===== src/msb_cfg.svh =====
// Constants of the multidrop scan bridge backplane port
`ifndef MSB_CFG_SVH
`define MSB_CFG_SVH
`define MSB_IR_W        8
`define MSB_SLOT_W      7
`define MSB_IR_CAPTURE  8'h01
`define MSB_IR_RESET    8'hFF
`define MSB_INS_BYPASS  8'hFF
`define MSB_INS_MODE    8'h81
`define MSB_INS_PARK    8'h82
`define MSB_INS_UNPARK  8'h83
`define MSB_INS_USER    8'h84
`define MSB_INS_WAIT    8'h85
`define MSB_MODE_RESET  3'h0
`define MSB_USER_W      16
`define MSB_FIFO_DEPTH  16
`endif


===== src/msb_pkg.sv =====
// Types of the multidrop scan bridge backplane port
package msb_pkg;
    typedef enum logic [3:0] {
        MSB_TLR  = 4'b0000,
        MSB_RTI  = 4'b0001,
        MSB_SDRS = 4'b0010,
        MSB_CDR  = 4'b0011,
        MSB_SDR  = 4'b0100,
        MSB_E1DR = 4'b0101,
        MSB_PDR  = 4'b0110,
        MSB_E2DR = 4'b0111,
        MSB_UDR  = 4'b1000,
        MSB_SIRS = 4'b1001,
        MSB_CIR  = 4'b1010,
        MSB_SIR  = 4'b1011,
        MSB_E1IR = 4'b1100,
        MSB_PIR  = 4'b1101,
        MSB_E2IR = 4'b1110,
        MSB_UIR  = 4'b1111
    } msb_tap_e;
    // Three scan signals plus local reset of one local_scan_port
    typedef struct packed {
        logic tck;
        logic tms;
        logic tdo;
        logic trst_n;
    } msb_lsp_s;
endpackage : msb_pkg


===== src/msb_bridge.sv =====
// Backplane port core of the multidrop scan bridge
// Contract
// - Sixteen-state TAP controller governs the device
// - IR and data registers capture, shift, update
// - Scanned address matching slot selects device
// - Network multiplexes ports into the chain
// - Per-port controller from IR, mode, TAP
// - Each port drives clock, mode, data, reset
// - Backplane mode input sequences all controllers
// - Scan data enters only on backplane input
// - Backplane output returns own and ring data
// - Backplane test clock times every operation
// - Low test reset initializes asynchronously
// - Notifier high while its data output floats
// - Pass input goes to single selected port
// - Pass output comes from single selected port
// - No pass-through with several ports selected
// - Unselected device ignores all but its slot address
// - Pad bit captures local input on falling edge
// - Parked port holds its mode output constant
// - Output enable high floats all local outputs
`timescale 1ns/1ns
`include "msb_cfg.svh"
module msb_bridge
    import msb_pkg::*;
#(
    parameter int NPORTS = 3,
    parameter int NPT    = 2
) (
    input  wire logic                    mclk,         // Backplane test clock
    input  wire logic                    trst_n,       // Backplane reset, low
    input  wire logic                    ce,           // Clock enable
    input  wire logic                    tms_b,        // Backplane mode select
    input  wire logic                    tdi_b,        // Backplane data in
    output logic                         tdo_b,        // Backplane data out
    output logic                         tdo_b_oe,     // Backplane out drive
    output logic                         hiz_notify_b, // Backplane out floats
    input  wire logic [`MSB_SLOT_W-1:0]  slot_id,      // Slot address straps
    input  wire logic                    lsp_oe_n,     // Local enable, low
    output msb_lsp_s [NPORTS-1:0]        lsp_out,      // Local port signals
    output logic [NPORTS-1:0]            lsp_out_oe,   // Local port drive
    input  wire logic [NPORTS-1:0]       lsp_tdi,      // Local data in
    output logic [NPORTS-1:0]            hiz_notify_out, // Local out floats
    input  wire logic                    a_b,          // Backplane pass in
    output logic                         y_b,          // Backplane pass out
    input  wire logic [NPT-1:0]          pt_a,         // Local pass in
    output logic [NPT-1:0]               pt_y,         // Local pass out
    output logic                         selected,     // Device addressed
    output logic [`MSB_USER_W-1:0]       user_data,    // Scanned user word
    output logic                         user_valid,   // User word present
    input  wire logic                    user_ready    // User word taken
);
    // Chain counter and pass-through decode serve one to three ports
    if (NPORTS < 1 || NPORTS > 3 || NPT < 1 || NPT > NPORTS) begin : g_bad
        $error("msb_bridge: unsupported port counts");
    end

    msb_tap_e                 st_q, st_d;
    logic [`MSB_IR_W-1:0]     ir_sh_q, ir_sh_d, ir_q, ir_d;
    logic                     sel_q, sel_d;
    logic                     byp_q, byp_d;
    logic [2:0]               mode_sh_q, mode_sh_d, mode_q, mode_d;
    logic [`MSB_USER_W-1:0]   usr_sh_q, usr_sh_d;
    logic [NPORTS-1:0]        unp_q, unp_d;
    logic [NPORTS-1:0]        pad_q;
    logic                     oe_s1_q, oe_s2_q, oe_s3_q, oe_f_q, oe_f_d;
    logic                     tdo_q, tdo_oe_q;
    logic                     dev_so, chain_so, single, fifo_rdy, push;
    logic [NPORTS-1:0]        ltdo;
    logic [1:0]               nunp;

    // Central TAP controller next state
    always_comb begin
        case (st_q)
            MSB_TLR:  st_d = tms_b ? MSB_TLR  : MSB_RTI;
            MSB_RTI:  st_d = tms_b ? MSB_SDRS : MSB_RTI;
            MSB_SDRS: st_d = tms_b ? MSB_SIRS : MSB_CDR;
            MSB_CDR:  st_d = tms_b ? MSB_E1DR : MSB_SDR;
            MSB_SDR:  st_d = tms_b ? MSB_E1DR : MSB_SDR;
            MSB_E1DR: st_d = tms_b ? MSB_UDR  : MSB_PDR;
            MSB_PDR:  st_d = tms_b ? MSB_E2DR : MSB_PDR;
            MSB_E2DR: st_d = tms_b ? MSB_UDR  : MSB_SDR;
            MSB_UDR:  st_d = tms_b ? MSB_SDRS : MSB_RTI;
            MSB_SIRS: st_d = tms_b ? MSB_TLR  : MSB_CIR;
            MSB_CIR:  st_d = tms_b ? MSB_E1IR : MSB_SIR;
            MSB_SIR:  st_d = tms_b ? MSB_E1IR : MSB_SIR;
            MSB_E1IR: st_d = tms_b ? MSB_UIR  : MSB_PIR;
            MSB_PIR:  st_d = tms_b ? MSB_E2IR : MSB_PIR;
            MSB_E2IR: st_d = tms_b ? MSB_UIR  : MSB_SIR;
            MSB_UIR:  st_d = tms_b ? MSB_SDRS : MSB_RTI;
            default:  st_d = MSB_TLR;
        endcase
    end

    // Instruction path and level-1 addressing
    always_comb begin
        ir_sh_d = ir_sh_q;
        ir_d    = ir_q;
        sel_d   = sel_q;
        case (st_q)
            MSB_TLR: begin
                ir_d  = `MSB_IR_RESET;
                sel_d = 1'b0;
            end
            MSB_CIR: ir_sh_d = `MSB_IR_CAPTURE;
            MSB_SIR: ir_sh_d = {tdi_b, ir_sh_q[`MSB_IR_W-1:1]};
            MSB_UIR: begin
                if (!sel_q) begin
                    // Only an address is honoured while unselected
                    if (ir_sh_q[`MSB_SLOT_W-1:0] == slot_id) begin
                        sel_d = 1'b1;
                        ir_d  = `MSB_INS_BYPASS;
                    end
                end else if (ir_sh_q == `MSB_INS_WAIT) begin
                    sel_d = 1'b0;
                    ir_d  = `MSB_INS_BYPASS;
                end else begin
                    ir_d = ir_sh_q;
                end
            end
            default: ;
        endcase
    end

    // Data registers; unselected device shifts bypass but updates neither mode nor user word
    always_comb begin
        byp_d     = byp_q;
        mode_sh_d = mode_sh_q;
        mode_d    = mode_q;
        usr_sh_d  = usr_sh_q;
        push      = 1'b0;
        case (st_q)
            MSB_TLR: mode_d = `MSB_MODE_RESET;
            MSB_CDR: begin
                byp_d     = 1'b0;
                mode_sh_d = mode_q;
                usr_sh_d  = {{(`MSB_USER_W-1){1'b0}}, !fifo_rdy};
            end
            MSB_SDR: begin
                byp_d = tdi_b;
                if (sel_q && ir_q == `MSB_INS_MODE)
                    mode_sh_d = {tdi_b, mode_sh_q[2:1]};
                if (sel_q && ir_q == `MSB_INS_USER)
                    usr_sh_d = {tdi_b, usr_sh_q[`MSB_USER_W-1:1]};
            end
            MSB_UDR: begin
                if (sel_q && ir_q == `MSB_INS_MODE) mode_d = mode_sh_q;
                // A full buffer drops the word; capture reports it
                push = sel_q && ir_q == `MSB_INS_USER && fifo_rdy;
            end
            default: ;
        endcase
    end

    // Local port controllers: park or unpark on entry to idle
    always_comb begin
        unp_d = unp_q;
        if (st_q == MSB_TLR || !sel_q) begin
            unp_d = '0;
        end else if (st_q == MSB_UIR && !tms_b) begin
            if (ir_sh_q == `MSB_INS_PARK)   unp_d = '0;
            if (ir_sh_q == `MSB_INS_UNPARK) unp_d = mode_q[NPORTS-1:0];
        end
    end

    // Output enable pin filter: accept once two later stages agree
    always_comb begin
        oe_f_d = (oe_s2_q == oe_s3_q) ? oe_s3_q : oe_f_q;
    end

    // Rising-edge state, async reset by backplane reset
    always_ff @(posedge mclk or negedge trst_n) begin
        if (!trst_n) begin
            st_q      <= MSB_TLR;
            ir_sh_q   <= '0;
            ir_q      <= `MSB_IR_RESET;
            sel_q     <= 1'b0;
            byp_q     <= 1'b0;
            mode_sh_q <= '0;
            mode_q    <= `MSB_MODE_RESET;
            usr_sh_q  <= '0;
            unp_q     <= '0;
            oe_s1_q   <= 1'b1;
            oe_s2_q   <= 1'b1;
            oe_s3_q   <= 1'b1;
            oe_f_q    <= 1'b1;
        end else if (ce) begin
            st_q      <= st_d;
            ir_sh_q   <= ir_sh_d;
            ir_q      <= ir_d;
            sel_q     <= sel_d;
            byp_q     <= byp_d;
            mode_sh_q <= mode_sh_d;
            mode_q    <= mode_d;
            usr_sh_q  <= usr_sh_d;
            unp_q     <= unp_d;
            oe_s1_q   <= lsp_oe_n;
            oe_s2_q   <= oe_s1_q;
            oe_s3_q   <= oe_s2_q;
            oe_f_q    <= oe_f_d;
        end
    end

    // Serial source of the bridge's own current register
    always_comb begin
        if (st_q == MSB_SIR)                       dev_so = ir_sh_q[0];
        else if (sel_q && ir_q == `MSB_INS_MODE)   dev_so = mode_sh_q[0];
        else if (sel_q && ir_q == `MSB_INS_USER)   dev_so = usr_sh_q[0];
        else                                       dev_so = byp_q;
    end

    // Chain: bridge register, then each unparked ring and its pad
    always_comb begin
        chain_so = dev_so;
        nunp     = '0;
        for (int k = 0; k < NPORTS; k++) begin
            ltdo[k] = chain_so;
            if (unp_q[k]) begin
                chain_so = pad_q[k];
                nunp     = nunp + 2'd1;
            end
        end
    end

    // Pad bits retime the returning ring data on the falling edge
    always_ff @(negedge mclk or negedge trst_n) begin
        if (!trst_n) begin
            pad_q    <= '0;
            tdo_q    <= 1'b0;
            tdo_oe_q <= 1'b0;
        end else if (ce) begin
            pad_q    <= lsp_tdi;
            tdo_q    <= chain_so;
            tdo_oe_q <= sel_q && (st_q == MSB_SIR || st_q == MSB_SDR);
        end
    end

    assign tdo_b        = tdo_q;
    assign tdo_b_oe     = tdo_oe_q;
    assign hiz_notify_b = !tdo_oe_q;
    assign selected     = sel_q;

    // Local port pins; parked ports see a steady low mode select
    always_comb begin
        for (int k = 0; k < NPORTS; k++) begin
            lsp_out[k].tck    = mclk;
            lsp_out[k].tms    = unp_q[k] ? tms_b : 1'b0;
            lsp_out[k].tdo    = ltdo[k];
            lsp_out[k].trst_n = trst_n;
            lsp_out_oe[k]     = !oe_f_q;
            hiz_notify_out[k] = oe_f_q;
        end
    end

    // Pass-through works only with exactly one port unparked
    always_comb begin
        single = nunp == 2'd1;
        y_b    = 1'b0;
        for (int k = 0; k < NPT; k++) begin
            pt_y[k] = single && unp_q[k] && a_b;
            if (single && unp_q[k]) y_b = pt_a[k];
        end
    end

    msb_fifo #(
        .W (`MSB_USER_W),
        .D (`MSB_FIFO_DEPTH)
    ) u_fifo (
        .clk       (mclk),
        .rst_n     (trst_n),
        .ce        (ce),
        .in_valid  (push),
        .in_ready  (fifo_rdy),
        .in_data   (usr_sh_q),
        .out_valid (user_valid),
        .out_ready (user_ready),
        .out_data  (user_data)
    );
endmodule : msb_bridge


===== src/msb_fifo.sv =====
// Word FIFO with registered read data
`timescale 1ns/1ns
module msb_fifo
    import msb_pkg::*;
#(
    parameter int W = 16,
    parameter int D = 16
) (
    input  wire logic         clk,       // Clock
    input  wire logic         rst_n,     // Async reset, low
    input  wire logic         ce,        // Clock enable
    input  wire logic         in_valid,  // Write request
    output logic              in_ready,  // Room for a word
    input  wire logic [W-1:0] in_data,   // Write word
    output logic              out_valid, // Read word present
    input  wire logic         out_ready, // Reader takes word
    output logic [W-1:0]      out_data   // Read word, registered
);
    localparam int AW = $clog2(D);
    // Pointer wrap relies on a power-of-two depth
    if (D < 2 || (1 << AW) != D) begin : g_bad
        $error("msb_fifo: D power of two >= 2");
    end

    logic [W-1:0]  mem_q [D];
    logic [AW-1:0] wr_q, wr_d, rd_q, rd_d;
    logic [AW:0]   cnt_q, cnt_d;
    logic          ov_q, ov_d;
    logic [W-1:0]  od_q, od_d;
    logic          push, pop;

    // Output stage refills whenever it is empty or being taken
    always_comb begin
        push     = in_valid && (cnt_q != (AW+1)'(D));
        pop      = (cnt_q != '0) && (!ov_q || out_ready);
        in_ready = cnt_q != (AW+1)'(D);
        wr_d     = push ? wr_q + 1'b1 : wr_q;
        rd_d     = pop ? rd_q + 1'b1 : rd_q;
        cnt_d    = cnt_q + (AW+1)'(push) - (AW+1)'(pop);
        ov_d     = pop ? 1'b1 : (out_ready ? 1'b0 : ov_q);
        od_d     = pop ? mem_q[rd_q] : od_q;
    end

    // Storage holds no reset; only pointers, count and output stage need defined values
    always_ff @(posedge clk) begin
        if (ce && push) mem_q[wr_q] <= in_data;
    end

    always_ff @(posedge clk or negedge rst_n) begin
        if (!rst_n) begin
            wr_q  <= '0;
            rd_q  <= '0;
            cnt_q <= '0;
            ov_q  <= 1'b0;
            od_q  <= '0;
        end else if (ce) begin
            wr_q  <= wr_d;
            rd_q  <= rd_d;
            cnt_q <= cnt_d;
            ov_q  <= ov_d;
            od_q  <= od_d;
        end
    end

    assign out_valid = ov_q;
    assign out_data  = od_q;
endmodule : msb_fifo


===== config.mk =====
export PLATFORM = sky130hd
export DESIGN_NAME = msb_bridge
export DESIGN_NICKNAME = d
export VERILOG_FILES = /design/src/msb_pkg.sv /design/src/msb_bridge.sv /design/src/msb_fifo.sv
export VERILOG_INCLUDE_DIRS = /design/src
export SDC_FILE = /design/constraint.sdc
export NUM_CORES = 1
export LEC_CHECK = 0
export BUFFER_PORTS_ARGS = -buffer_cell sky130_fd_sc_hd__buf_2
export CORE_MARGIN = 2
export CORE_UTILIZATION = 50
export CTS_CLUSTER_SIZE = 12
export DETAILED_ROUTE_END_ITERATION = 16
export HOLD_SLACK_MARGIN = 0.02
export PLACE_DENSITY = 0.63
export SYNTH_ARGS = -nofsm -noshare
export SYNTH_HDL_FRONTEND = slang
export SYNTH_SLANG_ARGS = --single-unit

===== constraint.sdc =====
create_clock -name mclk -period 3.85 [get_ports mclk]
set_clock_uncertainty 0.2 [all_clocks]
set_input_delay 0.385 -clock mclk [delete_from_list [all_inputs] [get_ports mclk]]
set_output_delay 0.385 -clock mclk [all_outputs]
set_load 0.1 [all_outputs]

==> reports/metrics.yaml, run 1 <==
worst_setup_path:
  worstPathRequired_ns: 3.26
  startpoint: "pad_q[0]"
  r2r-end: "tdo_b"
  reg2reg_depth: 6
  worstSetupEndpoint: "lsp_out[9]"
  endpoint_kind: "output port"
  crit_type: "flop to output port"
  r2r-start: "ir_q[7]"
  start_kind: "flop"
  crit_arrival_ns: 3.50
  crit_path_max_fanout: 3
  ff2ff_setup_slack_ns: 0.05
detailed_routing:
  drtIter0Drc: 617
  dr.pass1.iters: 6
  drtAntennaViolNets: 0
  viasPerCell: 5.63
  num_vias: 7781
  wl_per_cell_um: 21.4
  wirelength_um: 29600
  drc: 0
worst_hold_path:
  min_from: "slot_id[5]"
  worstHoldPathCells: 6
  min_path_type: "primary input to flop"
sta:
  maxSlewViolCount: 0
  rsz0062_at_grt: "yes"
  hold_viol_final: 0
  worst_slack_ns: -0.231
  tightest_slew_ns: 0.931
  max-slew-margin-rel_pct: 37.8
  setup_violations: 2
clock_tree:
  path_clk_slew_ns: 0.06
  worstSkewPairLatency_ns: 0.63
  cts_tree: "built"
synth:
  yosys_register_bits: 342
  yosys_most_used_dff: "edfxtp_1"
  async_reset_ff_share_pct: 25.1
  ys_warn_count: 0
  synth_edf_count: 256
  syn_inst: 885
  ys_seq_area_share_pct: 68.8
  syn_area_um2: 14300
  synth_cell_type_count: 60
  synth_nets: 919
  syn_avg_cell_area_um2: 16.2
floorplanning:
  initial_core_util_pct: 51.2
  row_count: 61
  core_um2: 28000
  die_x_um: 173
  dieArea_um2: 30000
  dieHeight_um: 173
  io_pins: 62
global_routing:
  gr-total-overflow: 0
  grt_antenna_before_repair: 0
  grt_start_max_net_pins: 42
  track_usage_pct: 20.2
  grt_pass1_vias: 7895
  grt_pass1_wl_um: 46300
finish:
  insertedDiodeCount: 0
  stdcell_count: 1382
  seq_area_um2: 9860
  multi_input_area_um2: 4010
  final_cell_mix: "edfxtp_1, dfrtp_1, mux4_2, nand2_1, buf_2"
  num-fill-cells: 2183
  final_util_pct: 58.9
  area_delta_synth_final_pct: 15.1
  layout_commonest_cell: "edfxtp_1"
  drive_gt1_share_pct: 26.1
  nets: 1012
placed_design:
  gp_congestion: 0.810
  dp.cells: 1306
  io_buffer_count: 61
  hpwl_um: 17400
job:
  maxCapViolCount: 0
outcome:
  violations: "negative setup slack"
  outcome: "finished, violations left"
power_and_ir_drop:
  max-vdd-ir-drop_mv: 0.487
  p_leak_nw: 6.28
  power.density_nw_per_um2: 753
-- worst min path at each step --
stage	end	slack (ns)
6_report	selected	0.24
5_1_grt	selected	0.25
3_5_place_dp	u_fifo.cnt_q[0]	0.02
3_3_place_gp	u_fifo.cnt_q[0]	0.02
4_1_cts	selected	0.23
2_1_floorplan	byp_q	-0.11
-- sequential cells by signal (all words and copies together) (netlist names), 3 cells and up --
signal and flops:
st_q 4, u_fifo.out_data 16, pad_q 3, u_fifo.mem_q 256, ir_q 8, mode_sh_q 3
unp_q 3, u_fifo.wr_q 4, u_fifo.cnt_q 5, mode_q 3, ir_sh_q 8, u_fifo.rd_q 4
usr_sh_q 16
-- metal layers --
metal	share of wire [%]	track usage [%]	wire length (um)	up-vias
met5	0	0	0	-
met4	1.6	5.23	466	0
met3	5.0	3.51	1490	43
met2	49	33.1	14500	223
met1	44	28.5	13100	3969
li1	-	-	-	3546
-- kinds of logic (layout without fill, tap and decap cells) --
kind of cell	after synthesis	after routing	share of synthesized area, %
flops	342	342	68.8
simple gates	170	170	6.40
compound gates	120	120	5.33
mux	116	116	13.7
buf+inv	108	227	3.57
xor+xnor	15	15	0.917
fa+ha+maj	14	14	1.27
-- critical path, stage by stage (launching register included) --
cell and delay (ns):
dfrtn_1 0.40, inv_2 0.05, a21oi_2 0.10, a22o_1 0.19, buf_12 0.18
-- power breakdown --
group	internal (W)	switching [W]	total, W
sequential	0.00458	0.000605	0.00519
combinational	0.00138	0.00219	0.00357
clock	0.00205	0.00161	0.00366
total	0.00801	0.00441	0.0124
-- area by class of cell --
cell class / count / area share [%]
clock buffer: 64 / 6.76
clock inverter: 7 / 0.425
inverter: 46 / 1.05
multi-input combinational: 435 / 24.3
sequential: 342 / 59.8
tap: 378 / 2.87
timing repair buffer: 110 / 4.80
-- metrics by stage --
stage	TNS (ns)	hold slack, ns	worst slack (ns)	instance area, um2	power, W
5_1_grt	-0.573	0.255	-0.299	16500	0.0130
2_1_floorplan	-0.568	-0.111	-0.294	14300	0.00829
3_3_place_gp	-0.0367	0.0224	-0.0367	15200	0.00906
4_1_cts	-0.431	0.228	-0.254	16500	0.0125
3_5_place_dp	-0.0747	0.0225	-0.0747	15200	0.00911
6_report	-0.395	0.242	-0.231	16500	0.0124
-- cell usage after synthesis, drive strengths merged (4+ instances only) --
cell | n | area share (%)
a21o | 18 | 0.94
a21oi | 10 | 0.35
a22o | 6 | 0.37
and2 | 6 | 0.26
and3 | 11 | 0.48
buf | 41 | 1.8
clkbuf | 21 | 0.56
dfrtn | 5 | 0.87
dfrtp | 69 | 12
dfstp | 12 | 2.2
edfxtp | 256 | 54
ha | 13 | 1.1
inv | 46 | 1.2
mux2 | 7 | 0.55
mux2i | 45 | 3.1
mux4 | 64 | 10
nand2 | 60 | 1.6
nand2b | 6 | 0.26
nand3 | 23 | 0.80
nand4 | 6 | 0.37
nor2 | 20 | 0.52
nor2b | 12 | 0.52
nor3 | 10 | 0.38
o21ai | 49 | 1.7
o22ai | 18 | 0.79
xnor2 | 11 | 0.67
xor2 | 4 | 0.24
-- what timing repair did --
item,in CTS,in global routing
pin swaps,2,1
buffers inserted,1,0
resized for setup,10,5
setup endpoints to repair,6,5
endpoints found under the hold margin,78,0
hold buffers,7,0
Note: power is estimated with default switching activity, not from simulation.
==> run 2, diff against run 1 <==
--- a/config.mk
+++ b/config.mk
@@ -13,6 +13,7 @@
 export DETAILED_ROUTE_END_ITERATION = 16
 export HOLD_SLACK_MARGIN = 0.02
 export PLACE_DENSITY = 0.63
+export SKIP_LAST_GASP = 1
 export SYNTH_ARGS = -nofsm -noshare
 export SYNTH_HDL_FRONTEND = slang
 export SYNTH_SLANG_ARGS = --single-unit
==> constraint.sdc (replaced) <==
create_clock -name mclk -period 3.85 [get_ports mclk]
set_clock_uncertainty 0.2 [all_clocks]
set_input_delay 0.5775 -clock mclk [delete_from_list [all_inputs] [get_ports mclk]]
set_output_delay 0.5775 -clock mclk [all_outputs]
set_load 0.1 [all_outputs]
==> reports/metrics.yaml, run 2 (synthesis results as in run 1) <==
outcome:
  outcome: "finished, violations left"
  violations: "negative setup slack"
placed_design:
  dp_worst_setup_slack_ns: -0.0606  # +0.0141 ns
  io_buffer_count: 61  # unchanged
  gp_congestion: 0.815  # +0.61%
  hpwl_um: 18200  # +4.6%
  placed_area_um2: 15300  # +0.69%
detailed_routing:
  num_vias: 7694  # -1.1%
  viasPerCell: 5.56  # -1.3%
  wirelength_um: 29000  # -2.0%
  drc: 0  # unchanged
  wl_per_cell_um: 21.0  # -2.1%
  drtIter0Drc: 482  # -22%
  dr.pass1.iters: 7  # +1
  drtAntennaViolNets: 0  # unchanged
finish:
  largest_reg_flops: 256  # unchanged
  nets: 1014  # +0.20%
  layout_commonest_cell: "edfxtp_1"
  final_cell_mix: "edfxtp_1, dfrtp_1, mux4_2, nand2_1, buf_2"
  top_register: "u_fifo.mem_q"
  stdcell_area_um2: 16600  # +0.46%
  area_delta_synth_final_pct: 15.6
  insertedDiodeCount: 0  # unchanged
  drive_gt1_share_pct: 26.9  # +0.84 points
clock_tree:
  path_clk_slew_ns: 0.06  # about the same
  cts_tree: "built"
  worstSkewPairLatency_ns: 0.62  # about the same
floorplanning:
  die_x_um: 173  # unchanged
  core_um2: 28000  # unchanged
  dieHeight_um: 173  # unchanged
  io_pins: 62  # unchanged
  row_count: 61  # unchanged
  initial_core_util_pct: 51.2  # unchanged
  dieArea_um2: 30000  # unchanged
power_and_ir_drop:
  p_leak_nw: 6.31  # +0.50%
  power_frac_seq_pct: 42.1  # +0.3 points
  power.switching_w: 0.00442  # +0.28%
  pwr-share-comb_pct: 28.4  # -0.4 points
  total_power_w: 0.0124  # about the same
  switching_share_pct: 35.6  # +0.090 points
  pwr-share-clk_pct: 29.5  # about the same
  power.density_nw_per_um2: 750  # -0.42%
  max-vdd-ir-drop_mv: 0.510  # +4.7%
  internal_power_w: 0.00800  # -0.11%
job:
  maxCapViolCount: 0  # unchanged
sta:
  worst_slack_ns: -0.386  # -0.156 ns
  rsz0062_at_grt: "yes"
  hold_viol_final: 0  # unchanged
  tightest_slew_ns: 0.943  # +0.0120 ns
  setup_violations: 5  # +3
  timing.hold.ws_ns: 0.0461  # -0.196 ns
  maxSlewViolCount: 0  # unchanged
  setup_tns_ns: -1.24  # -0.843 ns
  max-slew-margin-rel_pct: 37.0  # -0.80 points
worst_setup_path:
  endpoint_kind: "output port"
  crit_type: "flop to output port"
  worst-path-buf-inv: 2  # unchanged
  crit_arrival_ns: 3.46  # -0.04 ns
  startpoint: "pad_q[0]"
  crit_family: "flip-flops"
  slowest_stage: "dfrtn_1"
  crit_path_max_fanout: 3  # unchanged
  cpPeakStageDelay_ns: 0.40  # about the same
  r2r-start: "ir_q[7]"
  start_kind: "flop"
  worstPathRequired_ns: 3.07  # -0.19 ns
  path_cells: "inv_2 > a21oi_2 > a22o_2 > buf_12"
global_routing:
  grt_start_max_net_pins: 60  # +43%
  grt_pass1_vias: 7878  # -0.22%
  grt_antenna_before_repair: 0  # unchanged
  grt_pass1_wl_um: 45800  # -1.0%
  track_usage_pct: 20.0  # -0.22 points
  gr-total-overflow: 0  # unchanged
worst_hold_path:
  min_from: "user_ready"
  min_path_type: "primary input to flop"
[run 2: cell types whose count changed in the layout (fill, tap and decap cells not counted), moves of 2 or more]
cell	previous run	this run
buf_12	6	11
clkbuf_1	19	14
clkinv_1	4	8
dlygate4sd3_1	7	3
clkinv_2	0	2
[run 2: repair_timing]
action                                  CTS  global route
buffers inserted                          1             0
endpoints found under the hold margin    24             0
endpoints found under the setup margin    6             6
pin swaps                                 2             4
hold buffers                              3             0
gates resized for setup                  13             1
[run 2: power groups by stage]
| stage | logic (W) | clock network, W | registers [W] |
|---|---|---|---|
| after floorplan | 0.00240 | 0.000294 | 0.00560 |
| after global placement | 0.00352 | 0.000274 | 0.00529 |
| after detailed placement | 0.00355 | 0.000274 | 0.00531 |
| after CTS | 0.00357 | 0.00376 | 0.00524 |
| after global routing | 0.00380 | 0.00391 | 0.00532 |
| final | 0.00353 | 0.00367 | 0.00523 |
[run 2: path summary, 6_finish.rpt]
path                                 endpoint  slack (ns)  depth (start not counted)
setup reg to reg                        tdo_b        0.04                          5
max in group asynchronous            tdo_b_oe        1.25                          2
min in group asynchronous             st_q[0]        0.17                          2
hold reg to reg            u_fifo.out_data[2]        0.27                          1
setup / recovery                   lsp_out[9]       -0.39                          4
hold / removal               u_fifo.out_valid        0.05                          3
[run 2: through the flow]
step / instances / utilization, %
CTS: 1384 / 59.1
global route: 1384 / 59.2
floorplan: 885 / -
global placement: 1311 / 54.6
detailed placement: 1311 / 54.6
finish: 1384 / 59.2
[run 2: cell type report]
type	instances	area [um2]
clock inverters	13	87.6
multi-input cells	435	4020
inverters	46	173
fillers	2126	11400
flip-flops and latches	342	9860
well taps	378	473
clock buffers	59	1110
repair buffers	111	848
[run 2: metal layers]
metal	routed length, um	vias to the layer above	track usage [%]
li1	-	3557	-
met1	12300	3917	26.4
met2	14800	180	34.5
met3	1310	40	3.62
met4	549	0	5.33
met5	0	-	0
[run 2: worst reg2reg max path, cell delays in order (launching register included)]
cell,delay [ns]
dfstp_2,0.52
nor4b_4,0.24
a41oi_2,0.18
o2111ai_2,0.30
nand3_1,0.12
a31o_2,0.21
==> run 3, diff against run 2 <==
--- a/config.mk
+++ b/config.mk
@@ -8,11 +8,11 @@
 export LEC_CHECK = 0
 export BUFFER_PORTS_ARGS = -buffer_cell sky130_fd_sc_hd__buf_2
 export CORE_MARGIN = 2
-export CORE_UTILIZATION = 50
+export CORE_UTILIZATION = 55
 export CTS_CLUSTER_SIZE = 12
 export DETAILED_ROUTE_END_ITERATION = 16
 export HOLD_SLACK_MARGIN = 0.02
-export PLACE_DENSITY = 0.63
+export PLACE_DENSITY = 0.68
 export SKIP_LAST_GASP = 1
 export SYNTH_ARGS = -nofsm -noshare
 export SYNTH_HDL_FRONTEND = slang
==> reports/metrics.yaml, run 3 (synthesis results as in run 1) <==
outcome:
  outcome: "finished, violations left"
  violations: "negative setup slack"
finish:
  nets: 1010  # -0.39%
  final_cell_mix: "edfxtp_1, dfrtp_1, mux4_2, nand2_1, buf_2"
  stdcell_count: 1337  # -3.4%
  top_register: "u_fifo.mem_q"
  largest_reg_flops: 256  # unchanged
  drive_gt1_share_pct: 26.8  # -0.092 points
  insertedDiodeCount: 0  # unchanged
  area_delta_synth_final_pct: 15.0
  layout_commonest_cell: "edfxtp_1"
placed_design:
  hpwl_um: 17400  # -4.6%
  dp.cells: 1264  # -3.6%
  gp_congestion: 0.824  # +1.2%
  io_buffer_count: 61  # unchanged
detailed_routing:
  wl_per_cell_um: 21.2  # +1.0%
  viasPerCell: 5.77  # +3.9%
  dr.pass1.iters: 5  # -2
  wirelength_um: 28300  # -2.4%
  drtIter0Drc: 622  # +29%
  drc: 0  # unchanged
  drtAntennaViolNets: 0  # unchanged
  num_vias: 7719  # +0.32%
power_and_ir_drop:
  max-vdd-ir-drop_mv: 0.548  # +7.5%
  p_leak_nw: 6.30  # -0.15%
  power.density_nw_per_um2: 762  # +1.6%
global_routing:
  grt_start_max_net_pins: 48  # -20%
  grt_pass1_wl_um: 44300  # -3.3%
  grt_pass1_vias: 7681  # -2.5%
  track_usage_pct: 21.9  # +1.9 points
  gr-total-overflow: 0  # unchanged
  grt_antenna_before_repair: 0  # unchanged
worst_setup_path:
  worstPathRequired_ns: 3.07  # about the same
  crit_type: "flop to output port"
  endpoint_kind: "output port"
  start_kind: "flop"
  crit_path_max_fanout: 3  # unchanged
  crit_arrival_ns: 3.47  # about the same
sta:
  hold_viol_final: 0  # unchanged
  worst_slack_ns: -0.398  # -0.0113 ns
  maxSlewViolCount: 0  # unchanged
  max-slew-margin-rel_pct: 38.1  # +1.1 points
  tightest_slew_ns: 0.926  # -0.0167 ns
  setup_tns_ns: -1.27  # -0.0276 ns
  rsz0062_at_grt: "yes"
  setup_violations: 5  # unchanged
floorplanning:
  dieHeight_um: 165  # -4.5%
  dieArea_um2: 27400  # -8.9%
  die_x_um: 165  # -4.5%
  core_um2: 25800  # -7.8%
  initial_core_util_pct: 55.5  # +4.3 points
  io_pins: 62  # unchanged
  row_count: 59  # -3.3%
clock_tree:
  worstSkewPairLatency_ns: 0.62  # about the same
  cts_tree: "built"
  path_clk_slew_ns: 0.06  # about the same
worst_hold_path:
  min_path_type: "primary input to flop"
job:
  maxCapViolCount: 0  # unchanged
-- run 3: metrics by stage --
stage / worst slack, ns / power, W / utilization [%] / hold slack [ns] / instance area (um2)
6_report: -0.398 / 0.0126 / 63.8 / 0.0371 / 16500
3_5_place_dp: -0.0487 / 0.00913 / 58.7 / 0.260 / 15200
2_1_floorplan: -0.486 / 0.00829 / - / 0.0819 / 14300
3_3_place_gp: -0.0249 / 0.00907 / 58.7 / 0.256 / 15200
5_1_grt: -0.485 / 0.0132 / 63.8 / 0.0260 / 16500
4_1_cts: -0.414 / 0.0127 / 63.7 / 0.0220 / 16400
-- run 3: path summary, 6_finish.rpt --
| kind | cells after the start | slack (ns) | end | from |
|---|---|---|---|---|
| max reg2reg | 5 | 0.10 | tdo_b | ir_q[7] |
| min in group asynchronous | 2 | 0.21 | unp_q[1] | trst_n |
| max in group asynchronous | 2 | 1.18 | tdo_b_oe | trst_n |
| min reg2reg | 1 | 0.27 | u_fifo.out_data[6] | u_fifo.out_data[6] |
| max | 4 | -0.40 | lsp_out[9] | pad_q[0] |
| min | 3 | 0.04 | u_fifo.out_valid | user_ready |
-- run 3: power by group --
group          total, W  switching [W]  internal (W)
clock           0.00380        0.00162       0.00218
combinational   0.00354        0.00215       0.00139
sequential      0.00522       0.000637       0.00458
-- run 3: repair_timing --
action	CTS	global route
pin swaps	2	5
gates resized for setup	13	1
hold endpoints to repair	19	0
setup endpoints to repair	6	6
hold buffers	2	0
cloned	0	0
setup buffers	0	3
-- run 3: layer usage --
| metal | part of all wire (%) | GRT usage, % | up-vias |
|---|---|---|---|
| met4 | 1.6 | 5.53 | 0 |
| met3 | 5.1 | 3.57 | 38 |
| met1 | 41 | 29.8 | 3903 |
| met2 | 52 | 37.4 | 227 |
| met5 | 0 | 0 | - |
| li1 | - | - | 3551 |
-- run 3: layout make-up --
| class | count | area [um2] |
|---|---|---|
| multi-input combinational | 435 | 4020 |
| clock inverter | 11 | 131 |
| fill | 1857 | 9360 |
| tap | 335 | 419 |
| inverter | 46 | 173 |
| clock buffer | 60 | 1100 |
| sequential | 342 | 9860 |
| timing repair buffer | 108 | 773 |
-- run 3: worst max-delay path, cell delays in order (launching register included) --
cell,delay [ns]
dfrtn_1,0.40
inv_2,0.05
a21oi_2,0.10
a22o_2,0.17
buf_12,0.17
